**src/rtl/scf_pkg.sv**
```systemverilog
// Shared constants and types of the serial format and transmit buffer block.
// Assumes a single 40 MHz clock and an AXI4-Lite master on the register side.
`default_nettype none

package scf_pkg;

  // ==========================================================================
  // Register map (byte addresses)
  localparam int          AXI_AW    = 8;
  localparam logic [7:0]  ADDR_HOLD = 8'h00;
  localparam logic [7:0]  ADDR_FMT  = 8'h04;
  localparam logic [7:0]  ADDR_CTRL = 8'h08;
  localparam logic [7:0]  ADDR_STAT = 8'h0c;
  localparam logic [7:0]  ADDR_RXD  = 8'h10;

  // ==========================================================================
  // Reset values
  localparam logic [7:0]  HOLD_RST  = 8'hff;
  localparam logic [7:0]  FMT_RST   = 8'h00;
  localparam logic [15:0] CTRL_RST  = 16'h0000;
  localparam logic [7:0]  RXD_RST   = 8'h00;

  // ==========================================================================
  // Format register fields
  localparam int FMT_SYNC  = 7;
  localparam int FMT_CHR7  = 6;
  localparam int FMT_PE    = 5;
  localparam int FMT_ODD   = 4;
  localparam int FMT_STOP2 = 3;
  localparam int FMT_MP    = 2;
  localparam int FMT_CKS   = 0;

  // Control register fields
  localparam int CTRL_TXEN   = 0;
  localparam int CTRL_RXEN   = 1;
  localparam int CTRL_MPBT   = 2;
  localparam int CTRL_DIV_LO = 8;

  // Status register fields
  localparam int ST_EMPTY = 7;
  localparam int ST_FULL  = 6;
  localparam int ST_OVR   = 5;
  localparam int ST_FRM   = 4;
  localparam int ST_PAR   = 3;
  localparam int ST_TXEND = 2;
  localparam int ST_MPB   = 1;

  // ==========================================================================
  // Timing counts
  localparam logic [3:0] OS_LAST   = 4'hf;
  localparam logic [3:0] OS_HALF   = 4'h8;
  localparam logic [3:0] OS_SAMPLE = 4'h7;
  localparam logic [5:0] PRE4_MASK  = 6'h03;
  localparam logic [5:0] PRE16_MASK = 6'h0f;
  localparam logic [5:0] PRE64_MASK = 6'h3f;

  // ==========================================================================
  // Bus answers and states
  localparam logic [1:0] RESP_OKAY   = 2'b00;
  localparam logic [1:0] RESP_DECERR = 2'b11;

  typedef enum logic [0:0] {TX_IDLE = 1'b0, TX_SEND = 1'b1} scf_tx_state_type;
  typedef enum logic [0:0] {RX_IDLE = 1'b0, RX_BUSY = 1'b1} scf_rx_state_type;

endpackage : scf_pkg

`default_nettype wire

```
**src/rtl/scf_tx_if.sv**
```systemverilog
// Link between the register side and the transmit shifter.
// Assumes both ends run on the same clock.
`default_nettype none

interface scf_tx_if;
  logic       os_tick;
  logic       clr;
  logic       load;
  logic [7:0] data;
  logic [7:0] fmt;
  logic       mp_bit;
  logic       idle;
  logic       txd;
  logic       sck;

  modport ctl (output os_tick, clr, load, data, fmt, mp_bit, input idle, txd, sck);
  modport shf (input os_tick, clr, load, data, fmt, mp_bit, output idle, txd, sck);
endinterface : scf_tx_if

`default_nettype wire

```
**src/rtl/scf_tx_shifter.sv**
```systemverilog
// Transmit shifter: frames one character and shifts it out.
// Assumes os_tick is a one-cycle enable at sixteen times the bit rate.
`default_nettype none

module scf_tx_shifter import scf_pkg::*; (
  // Clock and reset
  input wire logic aclk,
  input wire logic aresetn,
  // Link to the buffer side
  scf_tx_if.shf    link
);

  // ==========================================================================
  // State
  scf_tx_state_type state_q, state_d;
  logic [11:0] frame_q, frame_d, frame_n;
  logic [3:0]  len_q, len_d, len_n;
  logic [3:0]  bit_q, bit_d;
  logic [3:0]  os_q, os_d;
  logic        sync_q, sync_d;
  logic        txd_q, txd_d;
  logic        sck_q, sck_d;
  logic [7:0]  dv;
  logic [3:0]  nd;
  logic        ext;
  logic        has_ext;

  assign link.idle = (state_q == TX_IDLE);
  assign link.txd  = txd_q;
  assign link.sck  = sck_q;

  // ==========================================================================
  // Frame assembly
  always_comb begin
    dv      = link.fmt[FMT_CHR7] ? {1'b0, link.data[6:0]} : link.data;
    nd      = link.fmt[FMT_CHR7] ? 4'd7 : 4'd8;
    has_ext = link.fmt[FMT_MP] | link.fmt[FMT_PE];
    ext     = link.fmt[FMT_MP] ? link.mp_bit : (^dv ^ link.fmt[FMT_ODD]);
    frame_n = 12'hfff;
    frame_n[0] = 1'b0;
    for (int i = 0; i < 8; i++) begin
      if (i < int'(nd)) begin
        frame_n[i + 1] = dv[i];
      end
    end
    if (has_ext) begin
      frame_n[nd + 4'd1] = ext;
    end
    len_n = nd + {3'b000, has_ext} + 4'd2 + {3'b000, link.fmt[FMT_STOP2]};
    if (link.fmt[FMT_SYNC]) begin
      frame_n = {4'hf, link.data};
      len_n   = 4'd8;
    end
  end

  // ==========================================================================
  // Shift sequencing
  always_comb begin
    state_d = state_q;
    frame_d = frame_q;
    len_d   = len_q;
    bit_d   = bit_q;
    os_d    = os_q;
    sync_d  = sync_q;
    case (state_q)
      TX_IDLE: begin
        if (link.load) begin
          frame_d = frame_n;
          len_d   = len_n;
          sync_d  = link.fmt[FMT_SYNC];
          bit_d   = 4'd0;
          os_d    = 4'd0;
          state_d = TX_SEND;
        end
      end
      TX_SEND: begin
        if (link.os_tick) begin
          os_d = os_q + 4'd1;
          if (os_q == OS_LAST) begin
            frame_d = {1'b1, frame_q[11:1]};
            bit_d   = bit_q + 4'd1;
            if (bit_q == len_q - 4'd1) begin
              state_d = TX_IDLE;
            end
          end
        end
      end
      default: state_d = TX_IDLE;
    endcase
    if (link.clr) begin
      state_d = TX_IDLE;
    end
    // Line idles high; clock low in first half of a synchronous bit
    txd_d = (state_d == TX_SEND) ? frame_d[0] : 1'b1;
    sck_d = !((state_d == TX_SEND) && sync_d && (os_d < OS_HALF));
  end

  always_ff @(posedge aclk) begin
    if (!aresetn) begin
      state_q <= TX_IDLE;
      frame_q <= 12'hfff;
      len_q   <= 4'h0;
      bit_q   <= 4'h0;
      os_q    <= 4'h0;
      sync_q  <= 1'b0;
      txd_q   <= 1'b1;
      sck_q   <= 1'b1;
    end else begin
      state_q <= state_d;
      frame_q <= frame_d;
      len_q   <= len_d;
      bit_q   <= bit_d;
      os_q    <= os_d;
      sync_q  <= sync_d;
      txd_q   <= txd_d;
      sck_q   <= sck_d;
    end
  end

endmodule : scf_tx_shifter

`default_nettype wire

```
**src/rtl/scf_top.sv**
```systemverilog
// Serial channel: AXI4-Lite registers, baud prescaler, receiver, transmit buffer.
// Assumes one 40 MHz clock; standby comes from logic on the same clock.
//
// Contract
// - Empty shifter loads holding byte, starts sending
// - Holding buffer accepts writes during transmission
// - Holding buffer read/write, all ones on reset/standby
// - Format register always readable and writable
// - Format register zero on reset and standby
// - Format bit 7 selects async or synchronous
// - Bit 6 selects 7/8 bits; sync always 8
// - Seven-bit characters drop the holding MSB
// - Bit 5 adds/checks parity, async only
// - Bit 4 picks even or odd parity
// - Bit 3 picks one or two stops
// - Receiver checks first stop bit only
// - Synchronous frames carry no stop bits
// - Bit 2 multiprocessor format overrides parity
// - Bits 1:0 pick prescaler 1/4/16/64
// - No load while buffer empty flag set
// - Characters go out least significant first
`default_nettype none

module scf_top import scf_pkg::*; #(
  parameter int DIV_W = 8
) (
  // Clock and reset
  input  wire logic              aclk,
  input  wire logic              aresetn,
  // Write address and data
  input  wire logic              awvalid,
  output logic                   awready,
  input  wire logic [AXI_AW-1:0] awaddr,
  input  wire logic              wvalid,
  output logic                   wready,
  input  wire logic [31:0]       wdata,
  input  wire logic [3:0]        wstrb,
  // Write response
  output logic                   bvalid,
  input  wire logic              bready,
  output logic [1:0]             bresp,
  // Read
  input  wire logic              arvalid,
  output logic                   arready,
  input  wire logic [AXI_AW-1:0] araddr,
  output logic                   rvalid,
  input  wire logic              rready,
  output logic [31:0]            rdata,
  output logic [1:0]             rresp,
  // Power control
  input  wire logic              standby,
  // Serial pins
  output logic                   txd,
  output logic                   sck,
  input  wire logic              rxd
);

  if (DIV_W < 1 || DIV_W > 8) begin : g_bad_div
    $error("DIV_W must be 1 to 8");
  end

  // ==========================================================================
  // Declarations
  scf_tx_if tx ();

  logic             awready_q, awready_d, wready_q, wready_d;
  logic             bvalid_q, bvalid_d, arready_q, arready_d, rvalid_q, rvalid_d;
  logic [1:0]       bresp_q, bresp_d, rresp_q, rresp_d;
  logic [31:0]      rdata_q, rdata_d, wdata_q, wdata_d;
  logic [3:0]       wstrb_q, wstrb_d;
  logic [7:0]       awaddr_q, awaddr_d, wa, ra;
  logic             wr_fire, wr_hold, wr_fmt, wr_ctrl, wr_stat, wr_ok;

  logic [7:0]       hold_q, hold_d, fmt_q, fmt_d, rxbuf_q, rxbuf_d;
  logic [15:0]      ctrl_q, ctrl_d;
  logic             empty_q, empty_d, full_q, full_d, ovr_q, ovr_d;
  logic             frm_q, frm_d, par_q, par_d, mpb_q, mpb_d;
  logic [7:0]       stat;

  logic [5:0]       pre_q, pre_d;
  logic [DIV_W-1:0] div_q, div_d;
  logic             pre_tick, os_tick;

  logic             rxd_m_q, rxd_s_q;
  scf_rx_state_type rx_state_q, rx_state_d;
  logic [3:0]       rx_os_q, rx_os_d, rx_idx_q, rx_idx_d, rnd, stop_idx;
  logic [9:0]       rx_bits_q, rx_bits_d;
  logic [7:0]       rdat;
  logic             rext, r_has_ext, rx_done;

  // ==========================================================================
  // Outputs
  assign awready = awready_q;
  assign wready  = wready_q;
  assign bvalid  = bvalid_q;
  assign bresp   = bresp_q;
  assign arready = arready_q;
  assign rvalid  = rvalid_q;
  assign rdata   = rdata_q;
  assign rresp   = rresp_q;
  assign txd     = tx.txd;
  assign sck     = tx.sck;

  // ==========================================================================
  // AXI4-Lite slave
  assign wa      = {awaddr_q[7:2], 2'b00};
  assign ra      = {araddr[7:2], 2'b00};
  // Address and data held until both arrive, then one write cycle
  assign wr_fire = !awready_q && !wready_q && !bvalid_q;
  assign wr_hold = wr_fire && (wa == ADDR_HOLD) && wstrb_q[0];
  assign wr_fmt  = wr_fire && (wa == ADDR_FMT) && wstrb_q[0];
  assign wr_ctrl = wr_fire && (wa == ADDR_CTRL);
  assign wr_stat = wr_fire && (wa == ADDR_STAT) && wstrb_q[0];
  assign wr_ok   = (wa == ADDR_HOLD) || (wa == ADDR_FMT) || (wa == ADDR_CTRL)
                   || (wa == ADDR_STAT) || (wa == ADDR_RXD);

  always_comb begin
    awready_d = awready_q;
    wready_d  = wready_q;
    awaddr_d  = awaddr_q;
    wdata_d   = wdata_q;
    wstrb_d   = wstrb_q;
    bvalid_d  = bvalid_q;
    bresp_d   = bresp_q;
    arready_d = arready_q;
    rvalid_d  = rvalid_q;
    rdata_d   = rdata_q;
    rresp_d   = rresp_q;
    if (awvalid && awready_q) begin
      awready_d = 1'b0;
      awaddr_d  = awaddr;
    end
    if (wvalid && wready_q) begin
      wready_d = 1'b0;
      wdata_d  = wdata;
      wstrb_d  = wstrb;
    end
    if (wr_fire) begin
      bvalid_d = 1'b1;
      bresp_d  = wr_ok ? RESP_OKAY : RESP_DECERR;
    end
    if (bvalid_q && bready) begin
      bvalid_d  = 1'b0;
      awready_d = 1'b1;
      wready_d  = 1'b1;
    end
    if (arvalid && arready_q) begin
      arready_d = 1'b0;
      rvalid_d  = 1'b1;
      rresp_d   = RESP_OKAY;
      if (ra == ADDR_HOLD) begin
        rdata_d = {24'h0, hold_q};
      end else if (ra == ADDR_FMT) begin
        rdata_d = {24'h0, fmt_q};
      end else if (ra == ADDR_CTRL) begin
        rdata_d = {16'h0, ctrl_q};
      end else if (ra == ADDR_STAT) begin
        rdata_d = {24'h0, stat};
      end else if (ra == ADDR_RXD) begin
        rdata_d = {24'h0, rxbuf_q};
      end else begin
        rdata_d = 32'h0;
        rresp_d = RESP_DECERR;
      end
    end
    if (rvalid_q && rready) begin
      rvalid_d  = 1'b0;
      arready_d = 1'b1;
    end
  end

  always_ff @(posedge aclk) begin
    if (!aresetn) begin
      awready_q <= 1'b1;
      wready_q  <= 1'b1;
      awaddr_q  <= 8'h00;
      wdata_q   <= 32'h0;
      wstrb_q   <= 4'h0;
      bvalid_q  <= 1'b0;
      bresp_q   <= RESP_OKAY;
      arready_q <= 1'b1;
      rvalid_q  <= 1'b0;
      rdata_q   <= 32'h0;
      rresp_q   <= RESP_OKAY;
    end else begin
      awready_q <= awready_d;
      wready_q  <= wready_d;
      awaddr_q  <= awaddr_d;
      wdata_q   <= wdata_d;
      wstrb_q   <= wstrb_d;
      bvalid_q  <= bvalid_d;
      bresp_q   <= bresp_d;
      arready_q <= arready_d;
      rvalid_q  <= rvalid_d;
      rdata_q   <= rdata_d;
      rresp_q   <= rresp_d;
    end
  end

  // ==========================================================================
  // Baud prescaler and divisor
  always_comb begin
    pre_d = pre_q + 6'd1;
    case (fmt_q[FMT_CKS +: 2])
      2'b00:   pre_tick = 1'b1;
      2'b01:   pre_tick = ((pre_q & PRE4_MASK) == PRE4_MASK);
      2'b10:   pre_tick = ((pre_q & PRE16_MASK) == PRE16_MASK);
      default: pre_tick = ((pre_q & PRE64_MASK) == PRE64_MASK);
    endcase
    os_tick = pre_tick && (div_q == '0);
    div_d   = div_q;
    if (pre_tick) begin
      div_d = (div_q == '0) ? ctrl_q[CTRL_DIV_LO +: DIV_W] : div_q - 1'b1;
    end
  end

  always_ff @(posedge aclk) begin
    if (!aresetn) begin
      pre_q <= 6'h00;
      div_q <= '0;
    end else begin
      pre_q <= pre_d;
      div_q <= div_d;
    end
  end

  // ==========================================================================
  // Receiver (asynchronous only)
  always_ff @(posedge aclk) begin
    if (!aresetn) begin
      rxd_m_q <= 1'b1;
      rxd_s_q <= 1'b1;
    end else begin
      rxd_m_q <= rxd;
      rxd_s_q <= rxd_m_q;
    end
  end

  always_comb begin
    rnd       = fmt_q[FMT_CHR7] ? 4'd7 : 4'd8;
    r_has_ext = fmt_q[FMT_MP] | fmt_q[FMT_PE];
    stop_idx  = rnd + {3'b000, r_has_ext} + 4'd1;
    rdat      = fmt_q[FMT_CHR7] ? {1'b0, rx_bits_q[6:0]} : rx_bits_q[7:0];
    rext      = rx_bits_q[rnd];
    rx_state_d = rx_state_q;
    rx_os_d    = rx_os_q;
    rx_idx_d   = rx_idx_q;
    rx_bits_d  = rx_bits_q;
    rx_done    = 1'b0;
    case (rx_state_q)
      RX_IDLE: begin
        if (ctrl_q[CTRL_RXEN] && !fmt_q[FMT_SYNC] && !rxd_s_q) begin
          rx_state_d = RX_BUSY;
          rx_os_d    = 4'd0;
          rx_idx_d   = 4'd0;
        end
      end
      RX_BUSY: begin
        if (os_tick) begin
          rx_os_d = rx_os_q + 4'd1;
          if (rx_os_q == OS_SAMPLE) begin
            rx_idx_d = rx_idx_q + 4'd1;
            if (rx_idx_q == 4'd0 && rxd_s_q) begin
              rx_state_d = RX_IDLE;
            end else if (rx_idx_q == stop_idx) begin
              // Back to idle mid stop bit; a low next bit is a new start
              rx_done    = 1'b1;
              rx_state_d = RX_IDLE;
            end else if (rx_idx_q != 4'd0) begin
              rx_bits_d[rx_idx_q - 4'd1] = rxd_s_q;
            end
          end
        end
      end
      default: rx_state_d = RX_IDLE;
    endcase
  end

  always_ff @(posedge aclk) begin
    if (!aresetn || standby) begin
      rx_state_q <= RX_IDLE;
      rx_os_q    <= 4'h0;
      rx_idx_q   <= 4'h0;
      rx_bits_q  <= 10'h000;
    end else begin
      rx_state_q <= rx_state_d;
      rx_os_q    <= rx_os_d;
      rx_idx_q   <= rx_idx_d;
      rx_bits_q  <= rx_bits_d;
    end
  end

  // ==========================================================================
  // Registers and transmit buffer
  assign tx.os_tick = os_tick;
  assign tx.clr     = standby;
  assign tx.data    = hold_q;
  assign tx.fmt     = fmt_q;
  assign tx.mp_bit  = ctrl_q[CTRL_MPBT];
  assign tx.load    = ctrl_q[CTRL_TXEN] && !empty_q && tx.idle;
  assign stat       = {empty_q, full_q, ovr_q, frm_q, par_q, tx.idle && empty_q, mpb_q, 1'b0};

  always_comb begin
    hold_d  = wr_hold ? wdata_q[7:0] : hold_q;
    fmt_d   = wr_fmt ? wdata_q[7:0] : fmt_q;
    ctrl_d  = ctrl_q;
    if (wr_ctrl && wstrb_q[0]) begin
      ctrl_d[2:0] = wdata_q[2:0];
    end
    if (wr_ctrl && wstrb_q[1]) begin
      ctrl_d[15:8] = wdata_q[15:8];
    end
    // A write after a load refills the buffer while the shifter runs
    empty_d = empty_q;
    if (!ctrl_q[CTRL_TXEN]) begin
      empty_d = 1'b1;
    end else if (wr_hold) begin
      empty_d = 1'b0;
    end else if (tx.load) begin
      empty_d = 1'b1;
    end
    // Writing zero clears a flag; a new event in the same cycle wins
    full_d  = full_q & !(wr_stat && !wdata_q[ST_FULL]);
    ovr_d   = ovr_q & !(wr_stat && !wdata_q[ST_OVR]);
    frm_d   = frm_q & !(wr_stat && !wdata_q[ST_FRM]);
    par_d   = par_q & !(wr_stat && !wdata_q[ST_PAR]);
    mpb_d   = mpb_q;
    rxbuf_d = rxbuf_q;
    if (rx_done) begin
      if (full_q) begin
        ovr_d = 1'b1;
      end else begin
        full_d  = 1'b1;
        rxbuf_d = rdat;
        frm_d   = frm_d | !rxd_s_q;
        par_d   = par_d | (fmt_q[FMT_PE] && !fmt_q[FMT_MP]
                  && (^rdat ^ rext ^ fmt_q[FMT_ODD]));
        mpb_d   = fmt_q[FMT_MP] && rext;
      end
    end
  end

  always_ff @(posedge aclk) begin
    if (!aresetn || standby) begin
      hold_q  <= HOLD_RST;
      fmt_q   <= FMT_RST;
      ctrl_q  <= CTRL_RST;
      rxbuf_q <= RXD_RST;
      empty_q <= 1'b1;
      full_q  <= 1'b0;
      ovr_q   <= 1'b0;
      frm_q   <= 1'b0;
      par_q   <= 1'b0;
      mpb_q   <= 1'b0;
    end else begin
      hold_q  <= hold_d;
      fmt_q   <= fmt_d;
      ctrl_q  <= ctrl_d;
      rxbuf_q <= rxbuf_d;
      empty_q <= empty_d;
      full_q  <= full_d;
      ovr_q   <= ovr_d;
      frm_q   <= frm_d;
      par_q   <= par_d;
      mpb_q   <= mpb_d;
    end
  end

  // ==========================================================================
  // Transmit shifter
  scf_tx_shifter u_shifter (
    .aclk    (aclk),
    .aresetn (aresetn),
    .link    (tx.shf)
  );

endmodule : scf_top

`default_nettype wire

```
**config.mk**
```make
export PLATFORM = sky130hd
export DESIGN_NAME = scf_top
export DESIGN_NICKNAME = d
export VERILOG_FILES = /design/src/rtl/scf_pkg.sv /design/src/rtl/scf_tx_if.sv /design/src/rtl/scf_tx_shifter.sv /design/src/rtl/scf_top.sv
export SDC_FILE = /design/constraint.sdc
export NUM_CORES = 1
export LEC_CHECK = 0
export BUFFER_PORTS_ARGS = -buffer_cell sky130_fd_sc_hd__buf_2
export CAP_MARGIN = 30
export CELL_PAD_IN_SITES_DETAIL_PLACEMENT = 1
export CELL_PAD_IN_SITES_GLOBAL_PLACEMENT = 1
export CORE_ASPECT_RATIO = 1.5
export CORE_MARGIN = 4
export CORE_UTILIZATION = 46
export DETAILED_ROUTE_END_ITERATION = 16
export PLACE_DENSITY_LB_ADDON = 0.1
export SYNTH_ARGS = -nofsm -noshare
export SYNTH_HDL_FRONTEND = slang
export SYNTH_SLANG_ARGS = --single-unit
export TNS_END_PERCENT = 50
```
**constraint.sdc**
```tcl
create_clock -name aclk -period 3.3 [get_ports aclk]
set_input_delay 0.33 -clock aclk [delete_from_list [all_inputs] [get_ports aclk]]
set_output_delay 0.33 -clock aclk [all_outputs]
set_load 0.01 [all_outputs]
```
* Yosys cells after proc, flatten, opt, wreduce, memory -nomap -nowiden *
Cells that the tools add are included.

word-level totals
  input bits = 61
  flip-flop bits (word level) = 171
  word-level logic and storage cells = 263
  output and inout port bits = 43

operators by class
  reductions and logical operators = 75
  bitwise gates (word level) = 17
  muxes and demuxes = 82
  order comparisons = 14
  equal/unequal tests = 23
  $add $sub $neg = 13

operators by type and width
  cell                                                                   count
  12-bit 2-to-1 mux                                                      5
  16-bit 2-to-1 mux                                                      3
  4-bit 2-to-1 mux                                                       11
  8-bit 2-to-1 mux                                                       5
  1-bit 2-to-1 mux                                                       39
  1-bit logical AND                                                      34
  4-bit one-hot mux with 2 select lines                                  4
  4-bit by 1-bit adder with 4-bit output (second input constant)         6
  6-bit by 2-bit == test with 1-bit output (second input constant)       4
  8-bit zero test                                                        3
  12-bit one-hot mux with 2 select lines                                 1
  1-bit zero test                                                        17
  3-bit by 4-bit < comparator with 1-bit output (first input constant)   4
  8-bit parity                                                           2
  4-bit by 5-bit < comparator with 1-bit output (second input constant)  3
  12-bit bitwise mux                                                     1
  6-bit by 1-bit == test with 1-bit output (second input constant)       2
  6-bit by 3-bit == test with 1-bit output (second input constant)       2
  2-bit 2-to-1 mux                                                       6
  10-bit bitwise mux                                                     1
  2-bit != test (second input constant)                                  5
  4-bit by 1-bit adder with 4-bit output                                 2
  1-bit demux with 4-bit select                                          2
  4-bit == test                                                          2
  other kinds (30)                                                       60

* Depth between registers and ports, before layout *
Gate-level depths: netlist (run 1).

  word-level depth = 11
  mapped depth = 9
  depth with buffers taken out = 9

* Modules after synthesis *
Synthesis (run 1) repeated with hierarchy kept, for this count alone.

second synthesis, totals
  cells, all modules = 814
  area total of the unflattened synthesis = 7065.5 µm²

modules (own cells, without submodules)
  module          times used  cells an instance  sequential area each (µm²)  area an instance (µm²)
  scf_top         1           651                2442.3                      5582.9
  scf_tx_shifter  1           163                560.5                       1482.7

* Worst setup path after synthesis (run 1) *
No wires, ideal clock.

  kind = flip-flop to flip-flop
  from = register fmt_q[2]
  to = register rx_bits_q[6]
  clock period less this slack = 2.219 ns
  setup time = 0.132 ns
  path buffers = 0
  cell stages (with the launch flop) = 9
  setup slack = 1.081 ns
  arrival = 2.087 ns
  required time = 3.168 ns
  cell sequence = dfxtp_1 -> or2_2 -> inv_1 -> ha_1 -> xnor3_1 -> nand4_1 -> or4b_1 -> o21ai_0 -> a21oi_1

on the way
  word-level cells in the longest chain between the ends = 6

ends and longest elaborated chain
  element                                              line            RTL
  from (decl)                                          scf_top.sv:74   logic [7:0] hold_q, hold_d, fmt_q, fmt_d, rxbuf_q, rxbuf_d;
  from (signal assigned)                               scf_top.sv:357  fmt_q <= fmt_d;
  1-bit OR                                             scf_top.sv:241  r_has_ext = fmt_q[FMT_MP] | fmt_q[FMT_PE];
  4-bit by 1-bit adder with 4-bit output (2 in a row)  scf_top.sv:242  stop_idx = rnd + {3'b000, r_has_ext} + 4'd1;
  4-bit == test                                        scf_top.sv:265  end else if (rx_idx_q == stop_idx) begin
  1-bit inverter (no source line)                      --
  6-bit AND reduction (no source line)                 --
  to (signal assigned)                                 scf_top.sv:289  rx_bits_q <= rx_bits_d;
  to (decl)                                            scf_top.sv:87   logic [9:0] rx_bits_q, rx_bits_d;

Every way passes these cells.
A chain may end at the register's enable or synchronous reset.

* Final worst setup path (run 1) *
  from = register div_q[0]
  to = register rx_bits_q[8]

on the way
  word-level cells in the longest chain between the ends = 3

ends and longest elaborated chain
  element                               line            RTL
  from (decl)                           scf_top.sv:81   logic [DIV_W-1:0] div_q, div_d;
  from (signal assigned)                scf_top.sv:223  div_q <= div_d;
  8-bit zero test                       scf_top.sv:210  os_tick = pre_tick && (div_q == '0);
  1-bit logical AND                     scf_top.sv:210
  6-bit AND reduction (no source line)  --

Every way passes these cells.

==> results of run 1 <==
cells by family after synthesis:
logic type                 synth area share [%]
AOI/OAI and AO/OA                          14.8
xor gates and xnor gates                   4.74
adders and majority gates                  3.18
buffers and inverters                      5.99
DFF                                        42.4
muxes                                      7.55
other                                    0.0530
and+or+nand+nor                            21.3
through the flow:
stage	utilization [%]	hold slack, ns
floorplan	-	0.386
global placement	49.4	0.403
detailed placement	49.4	0.399
CTS	53.2	0.0777
global route	53.2	0.0919
finish	53.2	0.0847
how the worst min path moves through the flow:
stage / depth (start not counted) / from / slack, ns / endpoint
2_1_floorplan: 1 / rxd_m_q / 0.39 / rxd_s_q
3_3_place_gp: 1 / rxd_m_q / 0.40 / rxd_s_q
3_5_place_dp: 1 / rxd_m_q / 0.40 / rxd_s_q
4_1_cts: 2 / rxd / 0.08 / rxd_m_q
5_1_grt: 2 / rxd / 0.09 / rxd_m_q
6_report: 2 / rxd / 0.08 / rxd_m_q
sequential cells by signal (all words and copies together) (netlist names), 4 cells and up:
name	count
rdata	16
wdata_q	16
u_shifter.frame_q	12
ctrl_q	11
rx_bits_q	9
div_q	8
fmt_q	8
hold_q	8
rxbuf_q	8
awaddr_q	6
pre_q	6
rx_idx_q	4
rx_os_q	4
u_shifter.bit_q	4
u_shifter.len_q	4
u_shifter.os_q	4
placed cells by master, fill, tap and decap left out, types with 9 or more instances in the layout:
| cell | netlist | routed |
|---|---|---|
| sky130_fd_sc_hd__dfxtp_1 | 150 | 150 |
| sky130_fd_sc_hd__nand2_1 | 91 | 91 |
| sky130_fd_sc_hd__a21oi_1 | 69 | 69 |
| sky130_fd_sc_hd__nor2_1 | 65 | 65 |
| sky130_fd_sc_hd__buf_2 | 6 | 65 |
| sky130_fd_sc_hd__mux2i_1 | 50 | 50 |
| sky130_fd_sc_hd__nand3_1 | 40 | 40 |
| sky130_fd_sc_hd__o21ai_0 | 36 | 36 |
| sky130_fd_sc_hd__inv_1 | 27 | 26 |
| sky130_fd_sc_hd__xnor2_1 | 22 | 22 |
| sky130_fd_sc_hd__ha_1 | 18 | 18 |
| sky130_fd_sc_hd__clkbuf_16 | 0 | 17 |
| sky130_fd_sc_hd__conb_1 | 1 | 16 |
| sky130_fd_sc_hd__nand2b_1 | 13 | 13 |
| sky130_fd_sc_hd__o211ai_1 | 13 | 13 |
| sky130_fd_sc_hd__nor3_1 | 12 | 12 |
| sky130_fd_sc_hd__nor2b_1 | 10 | 10 |
| sky130_fd_sc_hd__a22oi_1 | 9 | 9 |
final cells by class:
| cell class | instances | share of cell area (%) |
|---|---|---|
| clock buffer | 18 | 5.48 |
| tap | 199 | 3.11 |
| sequential | 150 | 37.5 |
| clock inverter | 14 | 1.59 |
| inverter | 27 | 1.26 |
| multi-input combinational | 583 | 46.3 |
| timing repair buffer | 73 | 4.81 |
synthesized netlist by cell type, types with 6 or more instances:
| cell type | n | share of area [%] |
|---|---|---|
| sky130_fd_sc_hd__nand4_1 | 7 | 0.62 |
| sky130_fd_sc_hd__buf_1 | 6 | 0.32 |
| sky130_fd_sc_hd__a21oi_1 | 69 | 4.9 |
| sky130_fd_sc_hd__o21ai_0 | 36 | 2.5 |
| sky130_fd_sc_hd__buf_4 | 19 | 2.0 |
| sky130_fd_sc_hd__a22o_1 | 7 | 0.87 |
| sky130_fd_sc_hd__mux2i_1 | 50 | 7.1 |
| sky130_fd_sc_hd__nand3_1 | 40 | 2.8 |
| sky130_fd_sc_hd__or3_1 | 8 | 0.71 |
| sky130_fd_sc_hd__buf_2 | 6 | 0.42 |
| sky130_fd_sc_hd__o31ai_1 | 7 | 0.74 |
| sky130_fd_sc_hd__nor2b_1 | 10 | 0.88 |
| sky130_fd_sc_hd__clkbuf_1 | 31 | 1.6 |
| sky130_fd_sc_hd__xor2_1 | 6 | 0.74 |
| sky130_fd_sc_hd__and2_1 | 6 | 0.53 |
| sky130_fd_sc_hd__a22oi_1 | 9 | 0.95 |
| sky130_fd_sc_hd__inv_1 | 27 | 1.4 |
| sky130_fd_sc_hd__a211oi_1 | 6 | 0.64 |
| sky130_fd_sc_hd__xnor2_1 | 22 | 2.7 |
| sky130_fd_sc_hd__nand2_1 | 91 | 4.8 |
| sky130_fd_sc_hd__o211ai_1 | 13 | 1.4 |
| sky130_fd_sc_hd__ha_1 | 18 | 3.2 |
| sky130_fd_sc_hd__a221o_1 | 8 | 1.1 |
| sky130_fd_sc_hd__nor3_1 | 12 | 0.85 |
| sky130_fd_sc_hd__dfxtp_1 | 150 | 42 |
| sky130_fd_sc_hd__nand2b_1 | 13 | 1.1 |
| sky130_fd_sc_hd__nor2_1 | 65 | 3.4 |
where the power goes:
| part | switching (mW) | leakage (nW) | internal (mW) |
|---|---|---|---|
| Sequential | 0.0796 | 1.22 | 1.88 |
| Combinational | 0.369 | 1.64 | 0.196 |
| Clock | 0.820 | 0.262 | 1.06 |
per-layer routing:
metal | up-vias | wire [microns] | GRT usage [%]
li1 | 2888 | - | -
met1 | 2922 | 7840 | 26.4
met2 | 121 | 11000 | 44.0
met3 | 35 | 719 | 4.93
met4 | 0 | 416 | 8.91
met5 | - | 0 | 0
worst max-delay path, delay by kind of cell (launching register included):
| kind | cells | cell delay (ns) |
|---|---|---|
| adder cells (fa/ha/maj) | 1 | 0.24 |
| flip-flops | 1 | 0.32 |
| AND/OR/NAND/NOR | 4 | 1.69 |
| buffers and inverters | 1 | 0.10 |
| multiplexers | 1 | 0.23 |
==> flow_summary.yaml, run 1 <==
yosys:
  synthDistinctLibCells: 61
  seq_cells_post_synth: 150
  synthesis.instances: 808
  seq_area_frac_synth_pct: 42.4
  synth_warnings: 0
  synth.cell_area_sq_um: 7080
  synth-async-reset-ratio_pct: 0
  dominantRegCellSynth: "sky130_fd_sc_hd__dfxtp_1"
  postSynthAreaPerCell_sq_um: 8.76
  count_of_flip_flops_with_a_built_in_enable_after_synthesis: 0
placement:
  number_of_buffer_cells_added_on_primary_ports: 65
  numPlacedInstances: 1032
  post-dp-hpwl_mm: 14.6
  placed_cell_area_sq_um: 7450
  worst_setup_slack_after_placement_ns: 0.649
  place.gp.congestion: 0.823
power_and_ir_drop:
  max-vdd-ir-drop_mv: 0.380
  static-leakage-power_nw: 3.12
  post-layout-total-power_mw: 4.41
  power_per_cell_area_nw_per_um2: 550
drt:
  drt_first_pass_iters: 4
  drt-vias-per-instance: 5.61
  drt_wl_cell_microns: 18.7
  drc: 0
  drtAntennaViolNets: 0
  dr_total_vias: 5966
  route.final.wire_length_mm: 19.9
  first_iter_violations: 190
min_path:
  worstHoldPathType: "input pin to register"
worst_setup_path:
  required_ns: 3.66
  critPathMaxStageDelay_ns: 0.60
  timing.critical_path.fanout_max: 11
  worst-endpoint-arrival_ns: 3.03
  rr_worst_depth: 7
  timing.critical_path.cells: "inv_1 > ha_1 > nor3b_1 > and2_1 > nand4_2 > nor3_1 > mux2i_1"
  setup.worst_path.end_class: "register"
  reg2reg_slack_ns: 0.63
  rr_startpoint: "div_q[0]"
  worst_setup_path_endpoint: "rx_bits_q[8]"
  cp_slowest_cell: "sky130_fd_sc_hd__and2_1"
  crit_start: "div_q[0]"
  timing.critical_path.from_type: "register"
  critical_path_start_end_classification: "register to register"
  timing.rr.end: "rx_bits_q[8]"
die:
  core_region_area_sq_um: 15100
  effective_utilization_at_floorplan_pct: 47.0
  die_span_x_microns: 109
  die_h_microns: 160
  ioPinCount: 104
  die_area_sq_um: 17500
  floorplan.rows: 55
layout:
  multiInputGateArea_sq_um: 3710
  nets: 931
  layout.area.seq_sq_um: 3000
  num-fill-cells: 1771
  area_growth_pct: 13.2
  layout.cell_area.non_filler_sq_um: 8020
  fin_cells: 1064
  drive_above_1_share_pct: 13.8
  diodes: 0
clock_tree:
  clock_latency_ns: 0.44
  tritoncts.num_buffers: 17
  cts.reportedPaths.clkPinSlew_ns: 0.06
  cts_resized: 0
  clock_tree.root_cell: "sky130_fd_sc_hd__clkbuf_16"
  cts_tree: "built"
  cts_buffer_depth: 2
  cts_max_level: 4
  post-cts-setup-buffers: 0
  cts_num_sinks: 150
  cts_hold_buf: 0
sta:
  setup_violations: 0
  timing.final.crit_share_pct: 81.0
  fin_worst_skew_ns: 0.00698
  timing.slew.headroom_pct: 43.3
  timing.final.max_slew_violations: 0
  hold_violations: 0
  final.min_clock_period_ns: 2.67
  setup_slack_ns: 0.627
  achievable-frequency_mhz: 374
  timing.setup.tns_ns: 0
  slew_at_the_pin_closest_to_its_max_slew_limit_ns: 0.848
  rsz0062_at_grt: "false"
global_routing:
  grt_overflow: 0
  grt_pass1_wl_mm: 32.9
  grt_antenna_before_repair: 0
  grt_usage_pct: 23.9
  vias_in_the_first_global_route: 6464
  pin_count_of_the_biggest_net_entering_global_routing: 40
status:
  status: "completed"
flow_run:
  cap_viol_max_count: 0
Note: power is estimated with default switching activity, not from simulation.
==> run 2: changes to the inputs <==
CORE_UTILIZATION = 39   (was 46)
clock period = 2.2 ns   (was 3.3 ns; I/O delays follow)
==> run 2 against run 1 <==
Against the previous run: the run now ends with negative setup slack left; count of clock-buffer cells in the layout decreased by 1; critical path depth increased by 1; flip-flop and latch count unchanged; clock skew increased by 0.0024 ns; final area increased by 5.8%; setup slack got worse by 0.65 ns; critical path type unchanged; critical endpoint is now rx_bits_q[4]; largest cell class unchanged.
==> flow_summary.yaml, run 2 (synthesis results as in run 1) <==
sta:
  timing.final.crit_share_pct: 101
  setup_violations: 2
  final.min_clock_period_ns: 2.22
  timing.final.max_slew_violations: 0
  fin_worst_skew_ns: 0.00940
  setup_slack_ns: -0.0232
  achievable-frequency_mhz: 450
  rsz0062_at_grt: "true"
  hold_violations: 0
  slew_at_the_pin_closest_to_its_max_slew_limit_ns: 0.794
  timing.slew.headroom_pct: 47.0
worst_setup_path:
  timing.critical_path.from_type: "register"
  timing.critical_path.cells: "or2_4 > inv_4 > ha_4 > xnor3_1 > nand4_1 > or4b_4 > o21ai_0 > a21oi_1"
  timing.critical_path.fanout_max: 4
  required_ns: 2.50
  reg2reg_slack_ns: -0.02
  setup.worst_path.end_class: "register"
  critical_path_start_end_classification: "register to register"
  critPathMaxStageDelay_ns: 0.54
  cp_slowest_cell: "sky130_fd_sc_hd__or4b_4"
  worst-endpoint-arrival_ns: 2.52
clock_tree:
  cts_num_sinks: 150
  cts_buffer_depth: 2
  cts.reportedPaths.clkPinSlew_ns: 0.07
  clock_tree.root_cell: "sky130_fd_sc_hd__clkbuf_16"
  cts_max_level: 4
  clock_latency_ns: 0.43
  cts_tree: "built"
  tritoncts.num_buffers: 17
flow_run:
  cap_viol_max_count: 0
drt:
  route.final.wire_length_mm: 20.6
  drc: 0
  drt_wl_cell_microns: 18.4
  drtAntennaViolNets: 0
  dr_total_vias: 6117
  first_iter_violations: 296
  drt-vias-per-instance: 5.47
  drt_first_pass_iters: 4
placement:
  placed_cell_area_sq_um: 7730
  post-dp-hpwl_mm: 15.2
  number_of_buffer_cells_added_on_primary_ports: 65
  worst_setup_slack_after_placement_ns: -0.0869
  place.gp.congestion: 0.832
global_routing:
  grt_overflow: 0
  grt_pass1_wl_mm: 34.1
  vias_in_the_first_global_route: 6691
  grt_antenna_before_repair: 1
  grt_usage_pct: 20.7
  pin_count_of_the_biggest_net_entering_global_routing: 61
die:
  die_area_sq_um: 20400
  die_h_microns: 173
  effective_utilization_at_floorplan_pct: 39.6
  floorplan.rows: 60
  ioPinCount: 104
  die_span_x_microns: 118
  core_region_area_sq_um: 17900
power_and_ir_drop:
  max-vdd-ir-drop_mv: 0.469
  power_per_cell_area_nw_per_um2: 810
  static-leakage-power_nw: 3.32
min_path:
  worstHoldPathType: "input pin to register"
status:
  status: "finished, violations left"
  violations: "negative setup slack"
layout:
  final_cell_mix: "sky130_fd_sc_hd__dfxtp_1 (145), sky130_fd_sc_hd__nand2_1 (91), sky130_fd_sc_hd__a21oi_1 (69)"
  area_growth_pct: 19.8
  drive_above_1_share_pct: 18.7
  layout.cell_area.non_filler_sq_um: 8480
  diodes: 0
  nets: 968
  mostFrequentLayoutCell: "sky130_fd_sc_hd__dfxtp_1"
  postLayoutCoreUtil_pct: 47.5
run 2: changes by cell type in the layout (fill, tap and decap cells not counted), sizes merged:
cell / delta
buf: +35
bufinv: +1
clkbuf: -1
clkinv: -3
clkinvlp: -2
dlygate4sd3: +2
inv: +5
run 2: what timing repair did:
| action | 4_1_cts | 5_1_grt |
|---|---|---|
| buffers inserted | 0 | 3 |
| hold buffers | 2 | 0 |
| pin swaps | 3 | 11 |
| cloned | 1 | 0 |
| setup endpoints to repair | 18 | 33 |
| hold endpoints to repair | 2 | 0 |
| gates resized for setup | 8 | 19 |
run 2: worst paths after layout:
| path | startpoint | to | depth (start not counted) |
|---|---|---|---|
| setup / recovery | fmt_q[2] | rx_bits_q[4] | 8 |
| hold / removal | wdata[12] | wdata_q[12] | 3 |
| setup reg to reg | fmt_q[2] | rx_bits_q[4] | 8 |
| hold reg to reg | rxd_m_q | rxd_s_q | 1 |
run 2: through the flow:
stage               hold WS [ns]  std cells  setup TNS, ns  power, mW
finish                    0.0200       1119        -0.0297       6.87
global placement           0.399       1081        -0.0931       3.90
global route              0.0152       1119          -1.39       7.20
floorplan                  0.320        823        -0.0189       3.60
detailed placement         0.398       1081         -0.350       3.95
CTS                      0.00461       1116         -0.177       6.92
run 2: report_power, final:
part | internal (mW) | leakage [nW] | switching (mW)
sequential | 2.82 | 1.22 | 0.117
clock | 1.69 | 0.278 | 1.27
combinational | 0.390 | 1.82 | 0.579
run 2: metal layers:
metal	GRT usage [%]	up-vias	part of all wire, %
met5	0	-	0
met4	8.75	0	3.2
met3	3.66	46	2.9
met2	38.9	121	53
met1	22.7	2987	41
li1	-	2963	-
run 2: layout make-up:
class                      count  area, sq um
clock inverter                15          165
inverter                      27          104
sequential                   150         3010
clock buffer                  17          425
tap                          217          272
fill                        2102         9390
multi-input combinational    583         3810
timing repair buffer         110          701
run 2: worst max-delay path, delay by kind of cell, from the launching register on:
kind | cells | cell delay [ns]
AND/OR/NAND/NOR | 3 | 1.03
buffers and inverters | 1 | 0.07
AO/OA/AOI/OAI | 2 | 0.26
flip-flops | 1 | 0.32
XOR/XNOR | 1 | 0.29
adder cells (fa/ha/maj) | 1 | 0.13
==> run 3: changes to the inputs <==
CORE_UTILIZATION = 40   (was 39)
CTS_BUF_LIST = sky130_fd_sc_hd__clkbuf_8   (was default)
HOLD_SLACK_MARGIN = 0.06   (was default)
==> run 3 against run 2 <==
Against the previous run: the flow now finishes without violations; global-route usage increased by 0.73 points; non-clock buffer count increased by 37; register-to-register slack gained 0.09 ns; routed wire length fell by 0.37%; fmax up 4.3%; critical path type unchanged; combinational power is 10% higher; final cell count up 2.9%; largest power group is now registers; critical path depth increased by 1; clock power is 27% lower.
==> flow_summary.yaml, run 3 (synthesis results as in run 1) <==
sta:
  slew_at_the_pin_closest_to_its_max_slew_limit_ns: 0.743
  final.min_clock_period_ns: 2.13
  timing.setup.tns_ns: 0
  timing.final.max_slew_violations: 0
  achievable-frequency_mhz: 469
  setup_slack_ns: 0.0676
  fin_worst_skew_ns: 0.00867
  rsz0062_at_grt: "true"
  timing.slew.headroom_pct: 50.4
  setup_violations: 0
  hold_violations: 0
  timing.final.crit_share_pct: 96.9
  timing.hold.ws_ns: 0.0958
die:
  ioPinCount: 104
  core_region_area_sq_um: 17300
  effective_utilization_at_floorplan_pct: 40.8
  die_area_sq_um: 19900
  die_h_microns: 171
  die_span_x_microns: 117
  floorplan.rows: 59
worst_setup_path:
  timing.critical_path.from_type: "register"
  setup.worst_path.end_class: "register"
  worst-endpoint-arrival_ns: 2.47
  critical_path_start_end_classification: "register to register"
  required_ns: 2.53
  timing.critical_path.fanout_max: 4
clock_tree:
  clock_tree.root_cell: "sky130_fd_sc_hd__clkbuf_8"
  clock_latency_ns: 0.46
  tritoncts.num_buffers: 17
  cts.reportedPaths.clkPinSlew_ns: 0.08
  cts_num_sinks: 150
  cts_max_level: 4
  cts_tree: "built"
  cts_buffer_depth: 2
global_routing:
  grt_overflow: 0
  vias_in_the_first_global_route: 6696
  grt_antenna_before_repair: 0
  grtUsageMet3_pct: 3.93
  pin_count_of_the_biggest_net_entering_global_routing: 57
  grt_pass1_wl_mm: 33.6
  met1_usage_pct: 23.6
  groute.layer.met2.usage_pct: 40.3
  grt_usage_pct: 21.5
  layer_with_the_highest_usage: "met2"
layout:
  final_cell_mix: "sky130_fd_sc_hd__dfxtp_1 (145), sky130_fd_sc_hd__nand2_1 (91), sky130_fd_sc_hd__a21oi_1 (69)"
  layout.cell_area.non_filler_sq_um: 8680
  mostFrequentLayoutCell: "sky130_fd_sc_hd__dfxtp_1"
  drive_above_1_share_pct: 18.8
  diodes: 0
  postLayoutCoreUtil_pct: 50.0
  fin_cells: 1152
  area_growth_pct: 22.6
  nets: 1005
placement:
  number_of_buffer_cells_added_on_primary_ports: 65
  post-dp-hpwl_mm: 15.1
  worst_setup_slack_after_placement_ns: -0.0908
  placed_cell_area_sq_um: 7790
  numPlacedInstances: 1083
  place.gp.congestion: 0.857
status:
  status: "completed"
min_path:
  worstHoldPathType: "input pin to register"
power_and_ir_drop:
  max-vdd-ir-drop_mv: 0.477
  power_per_cell_area_nw_per_um2: 712
  static-leakage-power_nw: 3.42
  post-layout-total-power_mw: 6.18
drt:
  drtAntennaViolNets: 0
  drt_first_pass_iters: 4
  drt_wl_cell_microns: 17.8
  dr_total_vias: 6251
  drc: 0
  first_iter_violations: 211
  drt-vias-per-instance: 5.43
  route.final.wire_length_mm: 20.6
flow_run:
  cap_viol_max_count: 0
[run 3: routing by layer]
layer | wire (microns) | up-vias
met4 | 492 | 0
li1 | - | 3043
met5 | 0 | -
met1 | 8180 | 3042
met3 | 641 | 35
met2 | 11200 | 131
[run 3: cell type report]
type | count | area [sq um]
fill | 2061 | 8670
multi-input combinational | 583 | 3810
sequential | 150 | 3010
timing repair buffer | 147 | 1080
clock buffer | 20 | 275
tap | 213 | 267
clock inverter | 12 | 128
inverter | 27 | 104
[run 3: power by group]
part           switching [mW]  total (mW)  internal [mW]  leakage (nW)
sequential              0.113        2.93           2.82          1.22
clock                    1.08        2.17           1.09         0.202
combinational           0.601        1.07          0.473          1.99
total                    1.79        6.18           4.39          3.42
[run 3: critical path, stage by stage, from the launching register on]
cell and delay, ns:
sky130_fd_sc_hd__dfxtp_2 0.33, sky130_fd_sc_hd__or2_4 0.26, sky130_fd_sc_hd__inv_4 0.06, sky130_fd_sc_hd__ha_4 0.12
sky130_fd_sc_hd__xnor3_1 0.29, sky130_fd_sc_hd__nand4_1 0.11, sky130_fd_sc_hd__buf_6 0.13, sky130_fd_sc_hd__or4b_4 0.51
sky130_fd_sc_hd__o21ai_2 0.14, sky130_fd_sc_hd__a21oi_1 0.08
[run 3: path summary, 6_finish.rpt]
check,end,depth (start not counted),startpoint,slack (ns)
worst max-delay path,rx_bits_q[5],9,fmt_q[2],0.07
worst min-delay path,awaddr_q[2],3,awvalid,0.1
worst max register to register,rx_bits_q[5],9,fmt_q[2],0.07
worst min register to register,rxd_s_q,1,rxd_m_q,0.44
[run 3: repair_timing]
item,in CTS,in global routing
cloned,1,0
pin swaps,4,4
resized for setup,17,21
hold endpoints to repair,30,0
hold buffers,34,0
setup buffers,1,1
endpoints found under the setup margin,21,37
